`src/rtl/ipk_pkg.sv`:
```
// Package with constants and carrier types for the drive operating panel key and indicator logic.
// Operation
// When stopped, forward lamp steady while a forward command is valid.
// When running forward, forward lamp steady.
// Forward lamp flashes while changing from forward to reverse rotation.
// Reverse lamp steady on valid reverse command when stopped, or running reverse.
// Reverse lamp flashes while changing from reverse to forward rotation.
// Unit lamps: Hz, A, V; Hz+A marks speed unit, A+V marks percent.
// Drive five seven-segment digit positions showing values or fault codes.
// Programming key enters the first menu level, or exits when inside.
// Confirm key descends one menu level; at value level it accepts the edit.
// Increment key raises value or advances function code by one step.
// Decrement key lowers value or steps function code back by one step.
// On stop and run screens, shift key cycles the monitored quantity.
// While editing a value, shift key moves the editable digit position.
// In keypad command mode, run key issues a run command.
// While running, stop key issues a stop command; code does so only in keypad mode or with setting bit 0, not during a fault.
// With a fault active, stop key resets fault, as stop key setting permits.
// Multifunction key performs the function chosen by its assignment setting.
// Every key is debounced and acts once per press; one fixed blink period.
package ipk_pkg;

   // ------------------------------------------------------------
   // Key indices
   // ------------------------------------------------------------
   localparam int KEY_COUNT = 8;
   localparam int KEY_PROG = 0;
   localparam int KEY_CONFIRM = 1;
   localparam int KEY_INC = 2;
   localparam int KEY_DEC = 3;
   localparam int KEY_SHIFT = 4;
   localparam int KEY_RUN = 5;
   localparam int KEY_STOP = 6;
   localparam int KEY_MULTI = 7;

   // ------------------------------------------------------------
   // Timing
   // ------------------------------------------------------------
   localparam int CLK_MHZ = 250;
   localparam int DEBOUNCE_MS = 10;
   localparam int DEBOUNCE_CYCLES = DEBOUNCE_MS * 1000 * CLK_MHZ;
   localparam int BLINK_HALF_MS = 250;
   localparam int BLINK_HALF_CYCLES = BLINK_HALF_MS * 1000 * CLK_MHZ;

   // ------------------------------------------------------------
   // Display
   // ------------------------------------------------------------
   localparam int DIGIT_COUNT = 5;
   localparam int SEG_W = 8;
   localparam int MON_W = 3;
   localparam logic [2:0] MON_LAST = 3'h7;
   localparam logic [2:0] DIGIT_LAST = 3'h4;
   localparam logic [2:0] ZERO3 = 3'h0;
   localparam logic [2:0] ONE3 = 3'h1;

   // ------------------------------------------------------------
   // Settings encodings
   // ------------------------------------------------------------
   // Stop key behaviour: bit 0 enables stop in non-keypad command modes, bit 1 enables fault reset.
   localparam int STOP_SET_STOP_ANY = 0;
   localparam int STOP_SET_RESET = 1;

   typedef enum logic [2:0] {
      IPK_MK_NONE = 3'b000,
      IPK_MK_CMD_SWITCH = 3'b001,
      IPK_MK_DIR_SWITCH = 3'b010,
      IPK_MK_JOG_FWD = 3'b011,
      IPK_MK_JOG_REV = 3'b100,
      IPK_MK_VIEW_MODE = 3'b101
   } ipk_mk_func_t;

   typedef enum logic [1:0] {
      IPK_UNIT_HZ = 2'b00,
      IPK_UNIT_A = 2'b01,
      IPK_UNIT_V = 2'b10,
      IPK_UNIT_SPEED = 2'b11
   } ipk_unit_t;

   typedef enum logic [1:0] {
      IPK_MENU_SCREEN = 2'b00,
      IPK_MENU_GROUP = 2'b01,
      IPK_MENU_CODE = 2'b10,
      IPK_MENU_VALUE = 2'b11
   } ipk_menu_t;

   // ------------------------------------------------------------
   // Carriers
   // ------------------------------------------------------------
   typedef struct packed {
      logic running;
      logic dir_rev;
      logic fwd_cmd_valid;
      logic rev_cmd_valid;
      logic changing_over;
      logic fault_active;
      logic keypad_mode;
      logic percent_unit;
      ipk_unit_t unit;
   } ipk_drive_state_t;

   typedef struct packed {
      logic lamp_fwd;
      logic lamp_rev;
      logic lamp_hz;
      logic lamp_a;
      logic lamp_v;
   } ipk_lamps_t;

   typedef struct packed {
      logic run_cmd;
      logic stop_cmd;
      logic fault_reset;
      logic value_inc;
      logic value_dec;
      logic code_inc;
      logic code_dec;
      logic accept_edit;
      logic cancel_edit;
      logic mk_cmd_switch;
      logic mk_dir_switch;
      logic mk_jog_fwd;
      logic mk_jog_rev;
      logic mk_view_mode;
   } ipk_actions_t;

endpackage : ipk_pkg

```
`src/rtl/ipk_panel.sv`:
```
// Operating panel logic: key debounce, menu actions, direction and unit lamps, digit drive.
`timescale 1ns/1ps

module ipk_panel #(
   parameter int DEBOUNCE_CYCLES = ipk_pkg::DEBOUNCE_CYCLES,
   parameter int BLINK_HALF_CYCLES = ipk_pkg::BLINK_HALF_CYCLES
) (
   input wire logic i_sys_clk,
   input wire logic i_reset,
   input wire logic i_clk_en,
   input wire logic [ipk_pkg::KEY_COUNT-1:0] i_key_pins_n,
   input wire ipk_pkg::ipk_drive_state_t i_drive,
   input wire logic [1:0] i_stop_key_behaviour_setting,
   input wire ipk_pkg::ipk_mk_func_t i_multifunction_key_assignment,
   input wire logic [ipk_pkg::DIGIT_COUNT*ipk_pkg::SEG_W-1:0] i_digit_segs,
   output ipk_pkg::ipk_lamps_t o_lamps,
   output logic [ipk_pkg::DIGIT_COUNT*ipk_pkg::SEG_W-1:0] o_digit_segs,
   output logic [ipk_pkg::DIGIT_COUNT-1:0] o_digit_flash,
   output ipk_pkg::ipk_menu_t o_menu_level,
   output logic [ipk_pkg::MON_W-1:0] o_monitor_sel,
   output logic [2:0] o_edit_digit,
   output ipk_pkg::ipk_actions_t o_actions
);

   localparam int KN = ipk_pkg::KEY_COUNT;
   localparam int DN = ipk_pkg::DIGIT_COUNT;
   localparam int DBW = $clog2(DEBOUNCE_CYCLES + 1);
   localparam int BKW = $clog2(BLINK_HALF_CYCLES + 1);
   localparam logic [DBW-1:0] DB_LAST = DBW'(DEBOUNCE_CYCLES - 1);
   localparam logic [BKW-1:0] BK_LAST = BKW'(BLINK_HALF_CYCLES - 1);

   // ------------------------------------------------------------
   // State
   // ------------------------------------------------------------
   typedef struct packed {
      logic [KN-1:0] sync1;
      logic [KN-1:0] sync2;
      logic [KN-1:0] stable;
      logic [KN-1:0][DBW-1:0] db_cnt;
      logic [BKW-1:0] blink_cnt;
      logic blink;
      ipk_pkg::ipk_menu_t menu;
      logic [ipk_pkg::MON_W-1:0] mon_sel;
      logic [2:0] edit_digit;
      ipk_pkg::ipk_lamps_t lamps;
      logic [DN*ipk_pkg::SEG_W-1:0] segs;
      logic [DN-1:0] flash;
      ipk_pkg::ipk_actions_t act;
   } ipk_state_t;

   ipk_state_t state_reg;
   ipk_state_t state_next;
   logic [KN-1:0] press;
   logic [KN-1:0] db_done;
   logic [KN-1:0] key_lvl;

   // ------------------------------------------------------------
   // Debounce per key
   // ------------------------------------------------------------
   // A key level must hold for the full debounce time before the stable copy follows it.
   genvar g;
   generate
      for (g = 0; g < KN; g = g + 1) begin : g_key
         assign key_lvl[g] = ~state_reg.sync2[g];
         assign db_done[g] = (key_lvl[g] != state_reg.stable[g]) && (state_reg.db_cnt[g] == DB_LAST);
         assign press[g] = db_done[g] && key_lvl[g];
      end
   endgenerate

   // ------------------------------------------------------------
   // Next state
   // ------------------------------------------------------------
   always_comb begin
      state_next = state_reg;
      state_next.sync1 = i_key_pins_n;
      state_next.sync2 = state_reg.sync1;
      state_next.act = '0;
      for (int k = 0; k < KN; k++) begin
         if (key_lvl[k] == state_reg.stable[k]) begin
            state_next.db_cnt[k] = '0;
         end else if (db_done[k]) begin
            state_next.db_cnt[k] = '0;
            state_next.stable[k] = key_lvl[k];
         end else begin
            state_next.db_cnt[k] = state_reg.db_cnt[k] + DBW'(1);
         end
      end

      // One fixed blink period for every flashing lamp.
      if (state_reg.blink_cnt == BK_LAST) begin
         state_next.blink_cnt = '0;
         state_next.blink = ~state_reg.blink;
      end else begin
         state_next.blink_cnt = state_reg.blink_cnt + BKW'(1);
      end

      // Direction lamps.
      state_next.lamps.lamp_fwd = 1'b0;
      state_next.lamps.lamp_rev = 1'b0;
      if (i_drive.changing_over) begin
         state_next.lamps.lamp_fwd = ~i_drive.dir_rev & state_reg.blink;
         state_next.lamps.lamp_rev = i_drive.dir_rev & state_reg.blink;
      end else if (i_drive.running) begin
         state_next.lamps.lamp_fwd = ~i_drive.dir_rev;
         state_next.lamps.lamp_rev = i_drive.dir_rev;
      end else begin
         state_next.lamps.lamp_fwd = i_drive.fwd_cmd_valid;
         state_next.lamps.lamp_rev = i_drive.rev_cmd_valid;
      end

      // Unit lamps.
      state_next.lamps.lamp_hz = 1'b0;
      state_next.lamps.lamp_a = 1'b0;
      state_next.lamps.lamp_v = 1'b0;
      if (i_drive.percent_unit) begin
         state_next.lamps.lamp_a = 1'b1;
         state_next.lamps.lamp_v = 1'b1;
      end else begin
         case (i_drive.unit)
            ipk_pkg::IPK_UNIT_HZ: begin
               state_next.lamps.lamp_hz = 1'b1;
            end
            ipk_pkg::IPK_UNIT_A: begin
               state_next.lamps.lamp_a = 1'b1;
            end
            ipk_pkg::IPK_UNIT_V: begin
               state_next.lamps.lamp_v = 1'b1;
            end
            ipk_pkg::IPK_UNIT_SPEED: begin
               state_next.lamps.lamp_hz = 1'b1;
               state_next.lamps.lamp_a = 1'b1;
            end
            default: begin
               state_next.lamps.lamp_hz = 1'b0;
            end
         endcase
      end

      // Digits are registered; the editable digit flashes while editing.
      state_next.segs = i_digit_segs;
      state_next.flash = '0;
      if (state_reg.menu == ipk_pkg::IPK_MENU_VALUE) begin
         state_next.flash[state_reg.edit_digit] = 1'b1;
      end

      // Menu keys.
      if (press[ipk_pkg::KEY_PROG]) begin
         if (state_reg.menu == ipk_pkg::IPK_MENU_SCREEN) begin
            state_next.menu = ipk_pkg::IPK_MENU_GROUP;
         end else begin
            if (state_reg.menu == ipk_pkg::IPK_MENU_VALUE) begin
               state_next.act.cancel_edit = 1'b1;
            end
            state_next.menu = ipk_pkg::IPK_MENU_SCREEN;
         end
      end else if (press[ipk_pkg::KEY_CONFIRM]) begin
         case (state_reg.menu)
            ipk_pkg::IPK_MENU_SCREEN: begin
               state_next.menu = ipk_pkg::IPK_MENU_GROUP;
            end
            ipk_pkg::IPK_MENU_GROUP: begin
               state_next.menu = ipk_pkg::IPK_MENU_CODE;
            end
            ipk_pkg::IPK_MENU_CODE: begin
               state_next.menu = ipk_pkg::IPK_MENU_VALUE;
               state_next.edit_digit = ipk_pkg::ZERO3;
            end
            ipk_pkg::IPK_MENU_VALUE: begin
               state_next.act.accept_edit = 1'b1;
               state_next.menu = ipk_pkg::IPK_MENU_CODE;
            end
            default: begin
               state_next.menu = ipk_pkg::IPK_MENU_SCREEN;
            end
         endcase
      end else if (press[ipk_pkg::KEY_INC]) begin
         if (state_reg.menu == ipk_pkg::IPK_MENU_VALUE) begin
            state_next.act.value_inc = 1'b1;
         end else begin
            state_next.act.code_inc = 1'b1;
         end
      end else if (press[ipk_pkg::KEY_DEC]) begin
         if (state_reg.menu == ipk_pkg::IPK_MENU_VALUE) begin
            state_next.act.value_dec = 1'b1;
         end else begin
            state_next.act.code_dec = 1'b1;
         end
      end else if (press[ipk_pkg::KEY_SHIFT]) begin
         if (state_reg.menu == ipk_pkg::IPK_MENU_VALUE) begin
            state_next.edit_digit = (state_reg.edit_digit == ipk_pkg::DIGIT_LAST) ? ipk_pkg::ZERO3
               : state_reg.edit_digit + ipk_pkg::ONE3;
         end else if (state_reg.menu == ipk_pkg::IPK_MENU_SCREEN) begin
            state_next.mon_sel = (state_reg.mon_sel == ipk_pkg::MON_LAST) ? ipk_pkg::ZERO3
               : state_reg.mon_sel + ipk_pkg::ONE3;
         end
      end

      // Drive command keys act on every screen.
      if (press[ipk_pkg::KEY_RUN] && i_drive.keypad_mode) begin
         state_next.act.run_cmd = 1'b1;
      end
      if (press[ipk_pkg::KEY_STOP]) begin
         if (i_drive.fault_active) begin
            state_next.act.fault_reset = i_stop_key_behaviour_setting[ipk_pkg::STOP_SET_RESET];
         end else if (i_drive.running
                      && (i_drive.keypad_mode || i_stop_key_behaviour_setting[ipk_pkg::STOP_SET_STOP_ANY])) begin
            state_next.act.stop_cmd = 1'b1;
         end
      end
      if (press[ipk_pkg::KEY_MULTI]) begin
         case (i_multifunction_key_assignment)
            ipk_pkg::IPK_MK_CMD_SWITCH: begin
               state_next.act.mk_cmd_switch = 1'b1;
            end
            ipk_pkg::IPK_MK_DIR_SWITCH: begin
               state_next.act.mk_dir_switch = 1'b1;
            end
            ipk_pkg::IPK_MK_JOG_FWD: begin
               state_next.act.mk_jog_fwd = 1'b1;
            end
            ipk_pkg::IPK_MK_JOG_REV: begin
               state_next.act.mk_jog_rev = 1'b1;
            end
            ipk_pkg::IPK_MK_VIEW_MODE: begin
               state_next.act.mk_view_mode = 1'b1;
            end
            default: begin
               state_next.act.mk_cmd_switch = 1'b0;
            end
         endcase
      end
   end

   // ------------------------------------------------------------
   // Registers
   // ------------------------------------------------------------
   always_ff @(posedge i_sys_clk) begin
      if (i_reset) begin
         state_reg <= '0;
         state_reg.sync1 <= '1;
         state_reg.sync2 <= '1;
      end else if (i_clk_en) begin
         state_reg <= state_next;
      end
   end

   assign o_lamps = state_reg.lamps;
   assign o_digit_segs = state_reg.segs;
   assign o_digit_flash = state_reg.flash;
   assign o_menu_level = state_reg.menu;
   assign o_monitor_sel = state_reg.mon_sel;
   assign o_edit_digit = state_reg.edit_digit;
   assign o_actions = state_reg.act;

endmodule : ipk_panel

```
`config.mk`:
```
export PLATFORM = sky130hd
export DESIGN_NAME = ipk_panel
export DESIGN_NICKNAME = d
export VERILOG_FILES = /design/src/rtl/ipk_pkg.sv /design/src/rtl/ipk_panel.sv
export SDC_FILE = /design/constraint.sdc
export NUM_CORES = 1
export LEC_CHECK = 0
export BUFFER_PORTS_ARGS = -buffer_cell sky130_fd_sc_hd__clkbuf_2
export CAP_MARGIN = 40
export CORE_ASPECT_RATIO = 1.25
export CORE_UTILIZATION = 60
export CTS_CLUSTER_SIZE = 14
export DETAILED_ROUTE_END_ITERATION = 12
export GPL_TIMING_DRIVEN = 0
export PLACE_DENSITY = 0.8
export SYNTH_ARGS = -nofsm -noshare
export SYNTH_HDL_FRONTEND = slang
export SYNTH_SLANG_ARGS = --single-unit
export TNS_END_PERCENT = 10
```
`constraint.sdc`:
```
create_clock -name i_sys_clk -period 7 [get_ports i_sys_clk]
set_input_delay 0.7 -clock i_sys_clk [delete_from_list [all_inputs] [get_ports i_sys_clk]]
set_output_delay 0.7 -clock i_sys_clk [all_outputs]
set_load 0.05 [all_outputs]
```
==> summary.md <==
| Metric | Value |
|---|---|
| Combinational power share | slightly above 8% |
| Total track usage | 33.2% |
| Layout cells sized above 1 | 14.4% |
| Skew final | 0.0195 ns |
| Least-Margin Pin Slew | 0.996 ns |
| Leakage | 6.32 nW |
| Initial Util | about three fifths |
| F_max | about 330 MHz |
| Cells after synthesis | 1847 |
| Boundary Pins | 138 |
| Slew HR | 33.6% |
| Nets | 2100 |
| Area Overhead vs Synth | 14.2% |
| TritonRoute pass-1 iters | 6 |
| Post-synthesis simple-gate area fraction | 28.0% |
| Post-synth top flop | dfxtp_1 |
| Largest net degree at the start of global routing | 15 |
| R2R setup slack | slightly above 4 ns |
| Min Tclk post-route | 3.04 ns |
| Hold-fix buffers, CTS | 0 |
| Final Hold Vio Count | 0 |
| Antenna Nets Post-Route | 0 |
| Core Box Area | 24500 um2 |
| Clock share of power | between 40 and 50% |
| CTS tree | built |
| Worst-path maximum fanout | 10 |
| Warnings, synthesis | 0 |
| Run status | finished clean |
| Cts repair resizes | 0 |
| NetSw | 0.907 mW |
| Post-Route Setup TNS | 0 ns |
| CTS H-Tree Depth | 1 |
| Initial antenna violation count | 1 |
| Final slew viol count | 0 |
| Switching fraction of total power | between 20% and 30% |
| Sink Count | ~300 |
| CP startpoint kind | primary input |
| WL per Instance | 18.0 um |
| CTS Buf Count | 31 |
| DP Wirelength | roughly 30000 um |
| Asr flop ratio synth | 0% |
| Cell Area, Synth | 15000 um2 |
| Vias per inst | between 6 and 7 |
| CTS Buffer Depth | 3 |
| # Max-Cap Violations | 0 |
| Clk slew on worst S/H paths | 0.06 ns |
| Number of synthesized flops with an enable pin | 0 |
| Adder-Cell Fraction of Synth Area | 1.17% |
| Largest register FFs | 219 |
| Sequential share of power | 47.3% |
| RSZ-0062 raised after global routing | false |
| Post-Synth XOR/XNOR Area | 3.09% |
| Crit Path Category | primary input to flip-flop |
| PortBufs | 136 |
| Final period util | between 40% and 50% |
| Row count | 64 |
| Diodes inserted | 0 |
| Crit path capture type | flip-flop |
| Pwr per Cell Area | 215 nW/um2 |
| First-pass GRT wire length | 68000 um |
| Clock tree root driver cell | clkbuf_16 |
| Post-CTS setup buffers | 0 |
| Initial drt markers | 1188 |
| Distinct cells, synth | 78 |
| DRC errors left | 0 |
| Sequential fraction of the synthesis area | 39.8% |
| DIE HEIGHT | 179 um |
| Internal | 2.79 mW |
| Clk_lat worst skew | 0.56 ns |
| Die area | roughly 26000 um2 |
| Multiplexer share of the synthesized area | 4.35% |
| Mean area per synthesized cell | 8.14 um2 |
| Fraction of the mapped netlist area in compound gates | 17.0% |
| Seq cells post-synth | 299 |
| Tot Pwr | 3.69 mW |
| Synthesized Nets | 1927 |
| Number of global-route vias before repair | ~14k |
| Maximum vdd drop | 0.000176 V |
| Arr. time, crit path | 3.47 ns |
| Routed Wire Length | 42600 um |
| # setup viols final | 0 |
| Largest family of logic cells by synthesized area | simple AND/OR/NAND/NOR gates |
| Global route overflow | 0 |
| DR vias | between 10k and 15k |
| Die W | 144 um |
| Worst EP required | 7.42 ns |
| GP Congestion | 0.929 |
| Hold Crit Class | primary input to flip-flop |
[cells in the mapped netlist, types with 4 or more instances]
| master | n | share of area, % |
|---|---|---|
| a22oi_1 | 11 | 0.55 |
| nor4_1 | 25 | 1.0 |
| o211a_1 | 8 | 0.53 |
| dfxtp_1 | 299 | 40 |
| buf_1 | 9 | 0.22 |
| and4_1 | 18 | 1.0 |
| xnor2_1 | 22 | 1.3 |
| nor2b_1 | 11 | 0.46 |
| a21oi_1 | 90 | 3.0 |
| clkbuf_1 | 74 | 1.8 |
| nor4b_1 | 13 | 0.76 |
| mux2i_1 | 63 | 4.2 |
| nand2b_1 | 6 | 0.25 |
| a21o_1 | 4 | 0.20 |
| inv_1 | 20 | 0.50 |
| ha_1 | 14 | 1.2 |
| nand4_1 | 57 | 2.4 |
| a31oi_1 | 43 | 1.8 |
| o21ai_0 | 82 | 2.7 |
| nor3b_1 | 8 | 0.40 |
| xor2_1 | 31 | 1.8 |
| nor2_1 | 236 | 5.9 |
| or4_1 | 13 | 0.65 |
| o31ai_1 | 9 | 0.45 |
| a311oi_1 | 47 | 2.7 |
| nor4bb_1 | 9 | 0.60 |
| o21ai_1 | 35 | 1.2 |
| buf_2 | 10 | 0.33 |
| or2_2 | 7 | 0.29 |
| and3_1 | 29 | 1.2 |
| buf_4 | 73 | 3.6 |
| or3_1 | 12 | 0.50 |
| a41oi_1 | 5 | 0.29 |
| o211ai_1 | 11 | 0.55 |
| a22o_1 | 4 | 0.23 |
| nor3_1 | 42 | 1.4 |
| and2_1 | 17 | 0.71 |
| and4b_1 | 4 | 0.27 |
| nand2_1 | 216 | 5.4 |
| nand4b_1 | 9 | 0.52 |
| a211oi_1 | 11 | 0.55 |
| nand3_1 | 78 | 2.6 |
| nand3b_1 | 7 | 0.35 |
[cell type report]
cell class	instances	area (um2)
fillers	2054	7340
multi-input cells	1361	8060
well taps	330	413
clock buffers	46	912
inverters	21	78.8
flip-flops and latches	299	5990
clock inverters	7	88.8
repair buffers	140	722
plain buffers	166	910
[layer usage]
metal	GRT usage, %	vias to the layer above	routed length [um]
met5	0	-	0
met1	41.4	6835	17400
met3	5.15	134	3430
li1	-	7022	-
met2	56.1	615	20000
met4	15.1	0	1800
[critical path: stages]
cell and delay, ns:
buf_2 0.27, buf_1 0.56, clkbuf_1 0.67, clkbuf_1 0.81, nand2_1 0.17, mux2i_1 0.21
nor2_1 0.05
[cell families (layout without fill, tap and decap cells)]
kind of cell | count (synthesis) | in the layout
AOI/OAI and AO/OA | 396 | 396
buffers and inverters | 187 | 380
DFF | 299 | 299
adders and majority gates | 14 | 14
xor gates and xnor gates | 53 | 53
muxes | 65 | 65
and+or+nand+nor | 833 | 833
[metrics by stage]
step	hold slack (ns)	utilization [%]	setup slack [ns]	area [um2]	std cells
floorplan	0.417	-	4.62	15000	1847
global placement	0.430	65.8	3.61	16100	2313
global route	0.369	70.1	3.79	17200	2370
CTS	0.350	70.0	4.14	17200	2369
finish	0.360	70.1	3.96	17200	2370
detailed placement	0.440	65.9	3.65	16200	2316
[final timing paths]
kind                                startpoint  cells past startpoint              to
max                                   i_clk_en                      7  state_reg[275]
min          i_multifunction_key_assignment[0]                      2    o_actions[3]
max reg2reg                      state_reg[99]                      9  state_reg[104]
min reg2reg                       o_actions[3]                      2    o_actions[3]
[placed cells by master, fill, tap and decap left out, types with 10 or more instances in the layout]
master,instances
nand2_1,216
o21ai_0,82
xor2_1,31
nand3_1,78
a311oi_1,47
nor4_1,25
nor3_1,42
buf_1,10
a22oi_1,11
and2_1,17
a21oi_1,90
clkbuf_16,31
nor2_1,236
buf_4,73
ha_1,14
or3_1,12
clkbuf_1,81
clkbuf_2,136
xnor2_1,22
or4_1,13
inv_1,20
o21ai_1,35
buf_2,10
a211oi_1,11
and3_1,29
mux2i_1,63
and4_1,18
nor2b_1,11
a31oi_1,43
nor4b_1,13
nand4_1,57
dfxtp_1,299
o211ai_1,11
[power by group through the flow]
stage / Sequential (mW) / Clock (mW) / Combinational [mW]
2_1_floorplan: 1.78 / 0 / 0.202
3_3_place_gp: 1.78 / 0 / 0.293
3_5_place_dp: 1.78 / 0 / 0.298
4_1_cts: 1.75 / 1.66 / 0.300
5_1_grt: 1.75 / 1.73 / 0.323
6_report: 1.75 / 1.64 / 0.304
(Power assumes the default switching activity.)
